**src/common/aao_defines.svh**
```systemverilog
// Reset values, flag positions and fixed widths for the work register datapath
`ifndef AAO_DEFINES_SVH
`define AAO_DEFINES_SVH

`define AAO_DATA_W 8
`define AAO_WORK_RST 8'h00
`define AAO_ADDR_RST 8'h00
`define AAO_FLAG_RST 5'h00

// Bit positions and width of the packed flag vector
`define AAO_FLG_C 0
`define AAO_FLG_NIB 1
`define AAO_FLG_Z 2
`define AAO_FLG_OVF 3
`define AAO_FLG_SC 4
`define AAO_FLG_W 5

`endif

```
**src/common/aao_pkg.sv**
```systemverilog
// Types shared by the work register datapath
`default_nettype none
package aao_pkg;

	typedef enum logic [1:0] {
		AAO_OP_SUM_WORK_INTO_MEM = 2'h0,
		AAO_OP_CONJ_MEM_TO_WORK = 2'h1,
		AAO_OP_CONJ_IMM_TO_WORK = 2'h2,
		AAO_OP_LOGIC_CONJ_WORK_TO_MEM = 2'h3
	} aao_op_t;

	typedef enum logic [2:0] {
		AAO_ST_IDLE = 3'h1,
		AAO_ST_FETCH = 3'h2,
		AAO_ST_EXEC = 3'h4
	} aao_state_t;

	typedef struct packed {
		aao_state_t state;
		aao_op_t op;
		logic [7:0] imm;
		logic [7:0] work_register;
		logic [4:0] flags;
		logic [7:0] mem_addr;
		logic mem_re;
		logic mem_we;
		logic [7:0] mem_wdata;
		logic busy;
		logic done;
	} aao_regs_t;

endpackage
`default_nettype wire

```
**src/hdl/aao_adder.sv**
```systemverilog
// Byte adder with carry, nibble carry, overflow, signed carry and zero outputs
`default_nettype none
module aao_adder #(
	parameter int WIDTH = 8
)
(
	input wire logic [WIDTH-1:0] a,
	input wire logic [WIDTH-1:0] b,
	output logic [WIDTH-1:0] sum,
	output logic carry,
	output logic nibble_carry,
	output logic signed_range_fault,
	output logic signed_carry_out,
	output logic zero
);

	logic [WIDTH:0] full;
	logic [4:0] low;

	always_comb
	begin
		full = {1'b0, a} + {1'b0, b};
		low = {1'b0, a[3:0]} + {1'b0, b[3:0]};
		sum = full[WIDTH-1:0];
		carry = full[WIDTH];
		nibble_carry = low[4];
		// Both operands share a sign that the sum does not
		signed_range_fault = (a[WIDTH-1] == b[WIDTH-1]) && (sum[WIDTH-1] != a[WIDTH-1]);
		// True sign of the signed result, valid even when the byte overflowed
		signed_carry_out = signed_range_fault ^ sum[WIDTH-1];
		zero = (sum == '0);
	end

endmodule
`default_nettype wire

```
**src/hdl/aao_core.sv**
```systemverilog
// Work register datapath: add-to-memory and three AND forms with flag update
`include "aao_defines.svh"
`default_nettype none

// What this block does
// - Add work register and memory byte, set flags
// - Sum goes to memory, work register kept
// - Memory AND into work register, zero only
// - AND result to work register, memory untouched
// - Immediate AND into work register, zero only
// - Work register AND memory, result to memory
module aao_core (
	input wire logic ref_clk,
	input wire logic srst,
	input wire logic op_valid,
	input wire aao_pkg::aao_op_t op_code,
	input wire logic [7:0] op_addr,
	input wire logic [7:0] op_imm,
	input wire logic [7:0] mem_rdata,
	input wire logic work_load,
	input wire logic [7:0] work_load_data,
	input wire logic flags_load,
	input wire logic [4:0] flags_load_data,
	output logic busy,
	output logic done,
	output logic mem_re,
	output logic mem_we,
	output logic [7:0] mem_addr,
	output logic [7:0] mem_wdata,
	output logic [7:0] work_register,
	output logic carry,
	output logic nibble_carry,
	output logic zero,
	output logic signed_range_fault,
	output logic signed_carry_out
);

	aao_pkg::aao_regs_t r;
	aao_pkg::aao_regs_t next_r;

	logic [7:0] add_sum;
	logic add_c;
	logic add_nib;
	logic add_ovf;
	logic add_sc;
	logic add_z;
	logic [7:0] operand;
	logic [7:0] conj;
	logic accept;

	// Memory operand arrives the cycle after the read strobe
	aao_adder #(
		.WIDTH(`AAO_DATA_W)
	)
	u_adder (
		.a(r.work_register),
		.b(mem_rdata),
		.sum(add_sum),
		.carry(add_c),
		.nibble_carry(add_nib),
		.signed_range_fault(add_ovf),
		.signed_carry_out(add_sc),
		.zero(add_z)
	);

	always_comb
	begin
		accept = op_valid && (r.state == aao_pkg::AAO_ST_IDLE);
		if (r.op == aao_pkg::AAO_OP_CONJ_IMM_TO_WORK)
		begin
			operand = r.imm;
		end
		else
		begin
			operand = mem_rdata;
		end
		conj = r.work_register & operand;
	end

	always_comb
	begin
		next_r = r;
		next_r.mem_re = 1'b0;
		next_r.mem_we = 1'b0;
		next_r.done = 1'b0;

		// Core-side loads land first so that an executing op overrides the fields it writes
		if (work_load)
		begin
			next_r.work_register = work_load_data;
		end
		if (flags_load)
		begin
			next_r.flags = flags_load_data;
		end

		case (r.state)
			aao_pkg::AAO_ST_IDLE:
			begin
				if (accept)
				begin
					next_r.op = op_code;
					next_r.imm = op_imm;
					next_r.mem_addr = op_addr;
					next_r.busy = 1'b1;
					// Immediate form needs no memory read, so it skips a cycle
					if (op_code == aao_pkg::AAO_OP_CONJ_IMM_TO_WORK)
					begin
						next_r.state = aao_pkg::AAO_ST_EXEC;
					end
					else
					begin
						next_r.mem_re = 1'b1;
						next_r.state = aao_pkg::AAO_ST_FETCH;
					end
				end
			end
			aao_pkg::AAO_ST_FETCH:
			begin
				next_r.state = aao_pkg::AAO_ST_EXEC;
			end
			aao_pkg::AAO_ST_EXEC:
			begin
				next_r.state = aao_pkg::AAO_ST_IDLE;
				next_r.busy = 1'b0;
				next_r.done = 1'b1;
				case (r.op)
					aao_pkg::AAO_OP_SUM_WORK_INTO_MEM:
					begin
						next_r.flags[`AAO_FLG_C] = add_c;
						next_r.flags[`AAO_FLG_NIB] = add_nib;
						next_r.flags[`AAO_FLG_Z] = add_z;
						next_r.flags[`AAO_FLG_OVF] = add_ovf;
						next_r.flags[`AAO_FLG_SC] = add_sc;
						// Work register is left alone here
						next_r.work_register = r.work_register;
						next_r.mem_wdata = add_sum;
						next_r.mem_we = 1'b1;
					end
					aao_pkg::AAO_OP_CONJ_MEM_TO_WORK:
					begin
						next_r.work_register = conj;
						next_r.flags[`AAO_FLG_Z] = (conj == 8'h00);
					end
					aao_pkg::AAO_OP_CONJ_IMM_TO_WORK:
					begin
						next_r.work_register = conj;
						next_r.flags[`AAO_FLG_Z] = (conj == 8'h00);
					end
					default:
					begin
						next_r.work_register = r.work_register;
						next_r.mem_wdata = conj;
						next_r.mem_we = 1'b1;
						next_r.flags[`AAO_FLG_Z] = (conj == 8'h00);
					end
				endcase
			end
			default:
			begin
				// Illegal one-hot code: recover quietly rather than hang the core
				next_r.state = aao_pkg::AAO_ST_IDLE;
				next_r.busy = 1'b0;
			end
		endcase
	end

	always_ff @(posedge ref_clk)
	begin
		if (srst)
		begin
			r.state <= aao_pkg::AAO_ST_IDLE;
			r.op <= aao_pkg::AAO_OP_SUM_WORK_INTO_MEM;
			r.imm <= 8'h00;
			r.work_register <= `AAO_WORK_RST;
			r.flags <= `AAO_FLAG_RST;
			r.mem_addr <= `AAO_ADDR_RST;
			r.mem_re <= 1'b0;
			r.mem_we <= 1'b0;
			r.mem_wdata <= 8'h00;
			r.busy <= 1'b0;
			r.done <= 1'b0;
		end
		else
		begin
			r <= next_r;
		end
	end

	assign busy = r.busy;
	assign done = r.done;
	assign mem_re = r.mem_re;
	assign mem_we = r.mem_we;
	assign mem_addr = r.mem_addr;
	assign mem_wdata = r.mem_wdata;
	assign work_register = r.work_register;
	assign carry = r.flags[`AAO_FLG_C];
	assign nibble_carry = r.flags[`AAO_FLG_NIB];
	assign zero = r.flags[`AAO_FLG_Z];
	assign signed_range_fault = r.flags[`AAO_FLG_OVF];
	assign signed_carry_out = r.flags[`AAO_FLG_SC];

endmodule
`default_nettype wire

```
**config.mk**
```make
export PLATFORM = sky130hd
export DESIGN_NAME = aao_core
export DESIGN_NICKNAME = d
export VERILOG_FILES = /design/src/common/aao_pkg.sv /design/src/hdl/aao_adder.sv /design/src/hdl/aao_core.sv
export VERILOG_INCLUDE_DIRS = /design/src /design/src/common
export SDC_FILE = /design/constraint.sdc
export NUM_CORES = 1
export LEC_CHECK = 0
export ABC_AREA = 1
export BUFFER_PORTS_ARGS = -buffer_cell sky130_fd_sc_hd__buf_2
export CAP_MARGIN = 20
export CORE_MARGIN = 2
export CORE_UTILIZATION = 52
export CTS_CLUSTER_SIZE = 20
export DETAILED_ROUTE_END_ITERATION = 10
export PLACE_DENSITY = 0.84
export SLEW_MARGIN = 20
export SYNTH_ARGS = -nofsm -noshare
export SYNTH_HDL_FRONTEND = slang
export SYNTH_SLANG_ARGS = --single-unit
```
**constraint.sdc**
```tcl
create_clock -name ref_clk -period 2.3 [get_ports ref_clk]
set_input_delay 0.46 -clock ref_clk [delete_from_list [all_inputs] [get_ports ref_clk]]
set_output_delay 0.46 -clock ref_clk [all_outputs]
set_load 0.1 [all_outputs]
```
Word-level counts from Yosys, hierarchy flattened:

Cells that the tools add are included.

* $add $sub $neg: 2
* eq/ne operators: 10
* muxes and demuxes: 16
* bitwise logic cells: 7
* reductions and logical operators: 14

Operators by type and width (number)
* 13-bit 2-to-1 mux: 2
* 8-bit 2-to-1 mux: 3
* 9-bit case mux with 2 select lines: 1
* 8-bit zero test: 2
* 8-bit by 8-bit adder with 9-bit output: 1
* 8-bit bitwise AND: 1
* 2-bit AND reduction: 4
* 3-bit case mux with 2 select lines: 1
* 4-bit by 4-bit adder with 5-bit output: 1
* 5-bit 2-to-1 mux: 1
* 1-bit NOT: 5
* 2-bit equality test (second input constant): 2
* 1-bit 2-to-1 mux: 4
* 2-bit 2-to-1 mux: 2
* 2-bit inequality test (second input constant): 2
* 2-bit nonzero test: 2
* 2-bit OR reduction: 2
* 3-bit by 1-bit equality test with 1-bit output (second input constant): 1
* 3-bit by 2-bit equality test with 1-bit output (second input constant): 1
* 3-bit equality test (second input constant): 1
* 3-bit 2-to-1 mux: 1
* 3-bit OR reduction: 1
* 2-bit by 1-bit equality test with 1-bit output (second input constant): 1
* 1-bit logical AND: 2
* other kinds (5): 5

* register bits: 46
* bits of input ports: 44
* output and inout port bits: 33
* word-level logic and storage cells: 61

Longest topological paths before layout:

Gate-level depths: netlist of the first run.

* depth in word-level cells: 6
* depth in mapped cells: 12
* gate-level depth less buffers: 12

Modules after synthesis:

From an unflattened synthesis of the first run, not the netlist that was laid out.

* cell total of the unflattened synthesis: 411
* area, all modules: 2882.8 sq um

Modules (own cells, without submodules)
* aao_core: instances 1, cells an instance 325, area an instance 2448.6 sq um, sequential area each 920.9 sq um
* aao_adder: instances 1, cells an instance 86, area an instance 434.2 sq um, sequential area each 0.0 sq um

Worst setup path after synthesis of the first run:

No wires, ideal clock.

* kind: input-to-reg
* start point: input port mem_rdata[0]
* end point: register r (netlist bit zero)
* setup time: 0.070 ns
* arrival time: 1.681 ns
* path slack: 0.549 ns
* cell stages on the path: 11
* path through: ha_1 fa_1 nand2_1 nand2_1 nand2_1 nand2_1 nand2_1 nand3_1 nor2_1 nand2_1 a21oi_1

* cells in the longest elaborated chain, start to end: 5
* elaborated cells between the ends (all ways): 7
* classes of those cells: add/sub: 1; mux: 3; bitwise: 1; reduce/logical: 2

RTL lines
* start, declared: RTL line aao_core.sv:19 `input wire logic [7:0] mem_rdata,`
* branches (longest 3 deep; another with 8-bit by 8-bit adder with 9-bit output)
* 1-bit 2-to-1 mux (*)
* 13-bit 2-to-1 mux (*): RTL line aao_core.sv:97 `case (r.state)`
* end signal, assigned: RTL line aao_core.sv:186 `r <= next_r;`
* end, declared: RTL line aao_core.sv:38 `aao_pkg::aao_regs_t r;`

Every way passes the cells marked *.
A chain may end at the register's enable or synchronous reset.

Worst setup path after layout of the first run:

* start point: register r[41] (netlist bit)
* end point: register r (netlist bit zero)

* cells in the longest elaborated chain, start to end: 6
* elaborated cells between the ends (all ways): 7
* classes of those cells: eq/ne: 1; mux: 3; bitwise: 1; reduce/logical: 2

RTL lines
* 2-bit equality test: RTL line aao_core.sv:69, aao_core.sv:127
* 8-bit 2-to-1 mux: RTL line aao_core.sv:69 `if (r.op == aao_pkg::AAO_OP_CONJ_IMM_TO_WORK)`
* 8-bit bitwise AND: RTL line aao_core.sv:77 `conj = r.work_register & operand;`
* 8-bit zero test: RTL line aao_core.sv:143, aao_core.sv:148, aao_core.sv:155
* 1-bit 2-to-1 mux (*)
* 13-bit 2-to-1 mux (*): RTL line aao_core.sv:97

Every way passes the cells marked *; elsewhere a longest branch is shown, timed or not.

==> results of run 1 <==
[path summary, 6_finish.rpt]
kind                            slack, ns                 end               start  depth (start not counted)
worst max register to register       0.46   zero$_SDFFE_PP0P_  r[41]$_SDFFE_PP0P_                          8
worst max-delay path                 0.46   zero$_SDFFE_PP0P_  r[41]$_SDFFE_PP0P_                          8
worst min-delay path                 0.37  r[43]$_SDFFE_PP1P_            op_valid                          2
worst min register to register       0.46  r[33]$_SDFFE_PP0P_  r[33]$_SDFFE_PP0P_                          2
[stage by stage]
stage | utilization | cell area [µm²] | instances | setup slack (ns) | total power [mW]
6_report | 0.595 | 3020 | 498 | 0.456 | 2.14
5_1_grt | 0.595 | 3020 | 498 | 0.291 | 2.26
4_1_cts | 0.595 | 3020 | 498 | 0.498 | 2.15
3_5_place_dp | 0.576 | 2930 | 490 | 0.296 | 1.64
3_3_place_gp | 0.576 | 2930 | 490 | 0.337 | 1.63
2_1_floorplan | - | 2720 | 381 | 0.549 | 1.54
[placed cells by master (no fill, tap or decap), drive strengths merged, types with 4 or more instances in the layout]
cell | synthesis | routed
o21a | 4 | 4
nand3 | 23 | 23
nor2 | 45 | 45
ha | 11 | 11
clkbuf | 3 | 5
a21oi | 24 | 24
dfxtp | 46 | 46
o21ai | 44 | 44
inv | 44 | 45
nand2 | 79 | 79
a31oi | 10 | 10
o211ai | 4 | 4
buf | 34 | 76
[per-layer routing]
metal / track usage / routed length [µm] / share of wire / up-vias
li1: - / - / - / 1317
met1: 0.279 / 2740 / 0.44 / 1108
met2: 0.386 / 3030 / 0.48 / 83
met3: 0.0450 / 407 / 0.065 / 11
met4: 0.0582 / 87 / 0.014 / 0
met5: 0 / 0 / 0 / -
[flip-flops by register name, summed over array words and instances (netlist names), 8 cells and up]
signal and cells:
r 13, mem_wdata 8, work_register 8, mem_addr 8
[layout make-up]
cell class,count,area (µm²),area share
Clock buffer,5,68.8,0.0228
Clock inverter,3,25.0,0.00829
Inverter,45,174,0.0576
Multi-Input combinational cell,253,1360,0.451
Sequential cell,46,921,0.305
Tap cell,70,87.6,0.0290
Timing Repair Buffer,76,380,0.126
[cell families after synthesis]
logic type | after synthesis | synth area share
buffers and inverters | 82 | 0.162
adders and majority gates | 12 | 0.0579
DFF | 46 | 0.338
and+or+nand+nor | 151 | 0.247
xor gates and xnor gates | 1 | 0.00322
AOI/OAI and AO/OA | 89 | 0.192
[power by group]
part | switching (mW) | internal, mW
Combinational | 0.555 | 0.175
Clock | 0.295 | 0.220
Sequential | 0.0365 | 0.859
Total | 0.887 | 1.25
==> results.ini, run 1 <==
[sta]
period_needed_ns=1.84
slew_viol_final=0
tns_ns=0
hold_violations=0
finalSetupViolCount=0
relSlewSlack=0.578
worst_pin_slew_ns=0.633
whs_ns=0.370
clock.fmax_mhz=542
min_period_over_period=0.802
rsz0062_at_grt=no
fin_skew_ns=0.00848

[synthesis]
synth_top_area_cell=dfxtp_1
synthArstFlopShare=0
synth_top_area_frac=0.338
synth_cell_types=35
synth_fp_nets=437
synth_cells=381
syn_avg_cell_area_um2=7.15
synthFlopType=dfxtp_1
synth_seq_cells=46
yosys-top-cells-area=dfxtp_1 34%, nand2_1 11%, buf_4 6.9%
synth_edf_count=0
synth.most_common_cell=nand2_1
yosysWarnings=0
syn_area_mm2=0.00272
synthTopCellsByCount=79 x nand2_1, 46 x dfxtp_1, 40 x nor2_1, 37 x inv_1
yosysSeqAreaShare=0.338

[cells_and_area]
syn_to_final_growth_pct=10.8
drive_gt1_frac=0.248
antenna-diode-count=0
fillCellCount=501
nets=483

[route]
drc_errors=0
detail_route.wl_per_cell_um=12.6
ant_nets=0
wirelength_um=6270
vias_per_cell=5.06
first_pass_iters=4
drtIter0Drc=127
vias=2519

[worst_setup_path]
slowest_stage=ha_1
worst-setup-path-type=reg -> reg
crit_required_ns=2.54
crit_path_max_incr_delay_ns=0.56
path_delay_family=adder cells
endpoint_kind=register
critPathLaunchType=register
critPathMaxFanout=16
cp.arrival_ns=2.09
path_buf_inv=1
crit_chain=inv_1 > ha_1 > o21ai_0 > nand2_1 > nand2_1 > nor2_1 > a21oi_1 > a21oi_1

[global_route]
first_global_vias=2384
grt_max_degree=40
grt-ovfl-total=0
grtUsageTotal=0.222
antenna_found_initial=0
grt_pass1_wl_um=10700

[power]
ir_drop_mv=0.518
p_leak_nw=1.53
powerDensity_mw_per_mm2=709

[floorplanning]
core_area_mm2=0.00507
pin_count=77
initial_core_util=0.537
rows=26
dieArea_mm2=0.00583
die_y_um=76.4
dieWidth_um=76.4

[placement]
io_buffers=76
gp_congestion=0.920
dp_hpwl_um=4740

[clock_network]
htreeDepth=2
cts_buffer_depth=2
cts_sinks=46
cts_resized=0
cts_hold_buf=0
cts_tree=done
post-cts-setup-buffer-count=0
cts.clk_slew.worst_paths_ns=0.09
insertion_delay_ns=0.30
cts-root-buf=clkbuf_8
cts_buffers=5

[job]
drv_cap=0

[worst_hold_path]
hold_class=in -> reg

[outcome]
status=finished clean

No activity file was read; power rests on OpenSTA's default activity.
==> run 2, diff against run 1 <==
- CORE_UTILIZATION: 52 -> 47
- PLACE_DENSITY: 0.84 -> 0.8
- clock period: 2.3 -> 1.5 ns (I/O delays scaled with it)
==> run 2 against run 1 <==
The run now ends with setup timing left. Cell count increased by 10%. Utilization is 7.8 points higher. First-iteration DRC count is 44% higher. Clock-buffer cell count is 1 higher. Die area up 10%. Critical path depth grew 3. Largest power group is now combinational logic. Sequential share of layout area fell by 5.5 points. Power up 77%. Sequential power up 54%. Critical path type unchanged.
==> results.ini, run 2 (synthesis gave the netlist of run 1 again) <==
[floorplanning]
die_y_um=80.1  ; +4.9%
core_area_mm2=0.00554  ; +9.2%
initial_core_util=0.492  ; -0.0451
dieArea_mm2=0.00642  ; +10%
dieWidth_um=80.1  ; +4.9%
pin_count=77  ; unchanged
rows=27  ; +3.8%

[placement]
placed_area_mm2=0.00327  ; +12%
io_buffers=76  ; unchanged
gp_congestion=0.923  ; +0.27%
dp_hpwl_um=5150  ; +8.7%
place_ws_ns=-0.179  ; -0.475 ns
dp_cells=527  ; +7.6%

[route]
vias=2912  ; +16%
first_pass_iters=5  ; +1
vias_per_cell=5.31  ; +5.1%
drc_errors=0  ; unchanged
detail_route.wl_per_cell_um=14.4  ; +14%
wirelength_um=7890  ; +26%
drtIter0Drc=183  ; +44%
ant_nets=0  ; unchanged

[cells_and_area]
utilization=0.673  ; +0.0778
drive_gt1_frac=0.410  ; +0.162
layout.cells.non_filler=548  ; +10%
largest-register=r
most-common-layout-cells=68 x buf_2, 64 x nand2_1, 43 x buf_4, 38 x nor2_1, 38 x dfxtp_1
antenna-diode-count=0  ; unchanged
layout_commonest_cell=buf_2
syn_to_final_growth_pct=36.8
fillCellCount=441  ; -12%
largest_register_ffs=13  ; unchanged
nets=531  ; +9.9%
fin_area_mm2=0.00373  ; +23%

[worst_setup_path]
cp.arrival_ns=1.89  ; -0.20 ns
endpoint_kind=register
reg2regPathDepth=11  ; +3
critPathMaxFanout=3  ; -13
critPathLaunchType=register
worst-setup-path-type=reg -> reg
crit_required_ns=1.74  ; -0.80 ns

[worst_hold_path]
hold_class=in -> reg
hold_path_depth=3  ; +1

[global_route]
grt.met1_usage=0.275  ; -0.00487
grt-ovfl-total=0  ; unchanged
use_met2=0.405  ; +0.0192
grt_util_met3=0.0652  ; +0.0201
grtUsageTotal=0.235  ; +0.0130
antenna_found_initial=0  ; unchanged
grt_max_degree=29  ; -28%
grt-busiest-layer=met2
first_global_vias=2647  ; +11%
grt_pass1_wl_um=11700  ; +9.4%

[clock_network]
cts_tree=done
insertion_delay_ns=0.31  ; about the same
cts_sinks=46  ; unchanged
cts_hold_buf=0  ; unchanged
cts.clk_slew.worst_paths_ns=0.09  ; about the same
cts-root-buf=clkbuf_8
cts_buffers=5  ; unchanged
cts_buffer_depth=2  ; unchanged
htreeDepth=2  ; unchanged

[sta]
worst_pin_slew_ns=0.499  ; -0.134 ns
whs_ns=0.215  ; -0.155 ns
tns_ns=-0.317  ; -0.317 ns
hold_violations=0  ; unchanged
fin_skew_ns=0.00745  ; -0.00103 ns
slew_viol_final=0  ; unchanged
fin_ws_ns=-0.153  ; -0.609 ns
relSlewSlack=0.670  ; +0.0916
finalSetupViolCount=4  ; +4
min_period_over_period=1.10  ; +0.300
rsz0062_at_grt=yes
clock.fmax_mhz=605  ; +12%
period_needed_ns=1.65  ; -0.191 ns

[power]
p_leak_nw=1.80  ; +18%
ir_drop_mv=0.839  ; +62%
powerDensity_mw_per_mm2=1020  ; +43%
p_total_mw=3.79  ; +77%

[outcome]
failed_checks=setup timing
status=finished with violations

[job]
drv_cap=0  ; unchanged

==> run 2: layout make-up <==
class | instances | area, µm² | area share
multi-input combinational | 255 | 1590 | 0.426
sequential | 46 | 933 | 0.250
timing repair buffer | 122 | 832 | 0.223
inverter | 45 | 174 | 0.0467
tap | 72 | 90.1 | 0.0242
clock buffer | 6 | 72.6 | 0.0195
clock inverter | 2 | 37.5 | 0.0101
==> run 2: worst paths after layout <==
check	end	start	slack [ns]
setup reg to reg	zero$_SDFFE_PP0P_	work_register[0]$_SDFFE_PP0P_	-0.15
hold reg to reg	r[38]$_SDFFE_PP0P_	r[38]$_SDFFE_PP0P_	0.46
setup / recovery	zero$_SDFFE_PP0P_	work_register[0]$_SDFFE_PP0P_	-0.15
hold / removal	mem_addr[4]$_SDFFE_PP0P_	op_addr[4]	0.22
==> run 2: where the power goes <==
part           leakage [nW]  internal [mW]  switching [mW]
registers             0.381           1.32          0.0568
logic                  1.37          0.486           0.982
clock network        0.0514          0.498           0.444
==> run 2: metal layers <==
layer / wire, µm / share of wire / vias to the layer above
met2: 3880 / 0.49 / 136
met4: 264 / 0.033 / 0
li1: - / - / 1409
met1: 3210 / 0.41 / 1337
met3: 545 / 0.069 / 30
met5: 0 / 0 / -
==> run 2: critical path, stage by stage (launching register included) <==
cell	delay, ns
dfxtp_4	0.36
ha_4	0.16
fa_2	0.36
nand2_2	0.08
nand2_2	0.07
nand3_2	0.09
nand3b_1	0.11
nand2_1	0.10
nand2_1	0.06
inv_1	0.05
nand2_1	0.04
a21oi_1	0.11
==> run 2: what timing repair did <==
item / CTS / global route
buffers inserted: 4 / 6
gates cloned: 1 / 2
gates resized for setup: 14 / 39
pin swaps: 6 / 13
endpoints found under the setup margin: 20 / 20
==> run 3, diff against run 2 <==
- PLACE_DENSITY: 0.8 -> 0.72
==> run 3 against run 2 <==
The run still ends with setup timing left. Die area stayed put. Worst setup slack better by 0.020 ns. Register-to-register slack better by 0.02 ns. Critical path type unchanged. Power is 4.8% lower.
==> results.ini, run 3 (synthesis gave the netlist of run 1 again) <==
[outcome]
status=finished with violations
failed_checks=setup timing

[clock_network]
insertion_delay_ns=0.31  ; about the same
cts_tree=done
cts_hold_buf=0  ; unchanged
htreeDepth=2  ; unchanged
cts.clk_slew.worst_paths_ns=0.10  ; about the same
cts-root-buf=clkbuf_8
cts_buffer_depth=2  ; unchanged
cts_buffers=5  ; unchanged
cts_sinks=46  ; unchanged

[power]
clock_power_share=0.226  ; -0.023
powerDensity_mw_per_mm2=989  ; -2.7%
switching_share=0.409  ; +0.0169
internal_power_mw=2.13  ; -7.5%
ir_drop_mv=0.720  ; -14%
power_frac_comb=0.394  ; +0.006
p_leak_nw=1.82  ; +1.1%
power_switching_mw=1.47  ; -0.74%
seqPwrFrac=0.380  ; +0.016

[worst_hold_path]
min_from=op_valid
hold_class=in -> reg

[cells_and_area]
fillCellCount=473  ; +7.3%
utilization=0.658  ; -0.0151
largest-register=r
syn_to_final_growth_pct=33.8
antenna-diode-count=0  ; unchanged
most-common-layout-cells=71 x nand2_1, 68 x buf_2, 46 x buf_4, 42 x dfxtp_1, 36 x nor2_1
largest_register_ffs=13  ; unchanged
layout.cells.non_filler=552  ; +0.73%
nets=535  ; +0.75%
layout_commonest_cell=nand2_1
drive_gt1_frac=0.388  ; -0.0222

[route]
ant_nets=0  ; unchanged
wirelength_um=7340  ; -7.0%
first_pass_iters=5  ; unchanged
drc_errors=0  ; unchanged
detail_route.wl_per_cell_um=13.3  ; -7.7%
vias_per_cell=4.96  ; -6.7%
vias=2738  ; -6.0%
drtIter0Drc=116  ; -37%

[placement]
gp_congestion=0.899  ; -2.6%
dp_hpwl_um=5160  ; about the same
io_buffers=76  ; unchanged
dp_cells=531  ; +0.76%

[worst_setup_path]
crit_required_ns=1.75  ; about the same
critPathMaxFanout=3  ; unchanged
endpoint_kind=register
reg2reg_from=work_register[0]$_SDFFE_PP0P_
worst-setup-path-type=reg -> reg
cp.arrival_ns=1.88  ; about the same
critPathLaunchType=register
startpoint=work_register[0]$_SDFFE_PP0P_

[floorplanning]
dieArea_mm2=0.00642  ; unchanged
core_area_mm2=0.00554  ; unchanged
pin_count=77  ; unchanged
dieWidth_um=80.1  ; unchanged
die_y_um=80.1  ; unchanged
initial_core_util=0.492  ; unchanged
rows=27  ; unchanged

[sta]
fin_skew_ns=0.00909  ; +0.00164 ns
whs_ns=0.208  ; -0.00775 ns
worst_pin_slew_ns=0.496  ; -0.00327 ns
min_period_over_period=1.09  ; -0.0135
hold_violations=0  ; unchanged
relSlewSlack=0.672  ; +0.00217
period_needed_ns=1.63  ; -0.0202 ns
rsz0062_at_grt=yes
slew_viol_final=0  ; unchanged
fin_ws_ns=-0.133  ; +0.0202 ns
finalSetupViolCount=5  ; +1
clock.fmax_mhz=612  ; +1.2%

[global_route]
first_global_vias=2478  ; -6.4%
grt_max_degree=29  ; unchanged
grt_pass1_wl_um=11100  ; -4.8%
grt-ovfl-total=0  ; unchanged
grtUsageTotal=0.222  ; -0.0129
antenna_found_initial=0  ; unchanged

[job]
drv_cap=0  ; unchanged

==> run 3: cell count changes in the layout (fill, tap and decap cells not counted), sizes merged <==
cell,delta
bufinv,-1
clkinv,+1
buf,+4
inv,+1
nor2,-1
==> run 3: power by group through the flow <==
stage / registers, mW / logic [mW] / clock network [mW]
detailed placement: 1.39 / 1.28 / 0
global placement: 1.39 / 1.27 / 0
global route: 1.38 / 1.52 / 0.882
floorplan: 1.49 / 0.870 / 0
finish: 1.37 / 1.42 / 0.813
CTS: 1.37 / 1.33 / 0.835
==> run 3: layout make-up <==
class	instances	area (µm²)	share of cell area
inverters	45	174	0.0477
multi-input cells	254	1480	0.405
well taps	72	90.1	0.0247
repair buffers	127	882	0.242
clock inverters	3	25.0	0.00687
clock buffers	5	68.8	0.0189
flip-flops and latches	46	928	0.255
==> run 3: worst paths after layout <==
kind	slack, ns	endpoint	cells past startpoint
max	-0.13	zero$_SDFFE_PP0P_	11
min reg2reg	0.46	r[33]$_SDFFE_PP0P_	2
min	0.21	r[43]$_SDFFE_PP1P_	2
max reg2reg	-0.13	zero$_SDFFE_PP0P_	11
==> run 3: repair_timing <==
item	4_1_cts	5_1_grt
resized for setup	14	28
setup buffers	4	8
pin swaps	5	10
hold endpoints to repair	0	0
cloned	0	2
endpoints found under the setup margin	22	21
==> run 3: through the flow <==
| step | power [mW] | TNS [ns] | instance area (µm²) | setup slack, ns |
|---|---|---|---|---|
| floorplan | 2.36 | -0.0154 | 2740 | -0.0154 |
| global placement | 2.66 | -1.03 | 3290 | -0.165 |
| detailed placement | 2.68 | -1.73 | 3290 | -0.197 |
| finish | 3.60 | -0.420 | 3640 | -0.133 |
| CTS | 3.53 | -0.220 | 3480 | -0.0840 |
| global route | 3.78 | -1.17 | 3640 | -0.214 |
==> run 3: worst max-delay path: stages, from the launching register on <==
cell     delay, ns
dfxtp_4       0.36
ha_4          0.16
fa_2          0.37
nand2_2       0.10
nand2_2       0.07
nand2_2       0.09
nand2_2       0.05
nand2_1       0.06
nand3_1       0.08
nor2_1        0.09
nand2_1       0.06
a21oi_1       0.10
==> run 3: per-layer routing <==
metal | track usage | wire length [µm]
met4 | 0.0661 | 103
met1 | 0.287 | 3270
met3 | 0.0303 | 412
met2 | 0.383 | 3560
met5 | 0 | 0
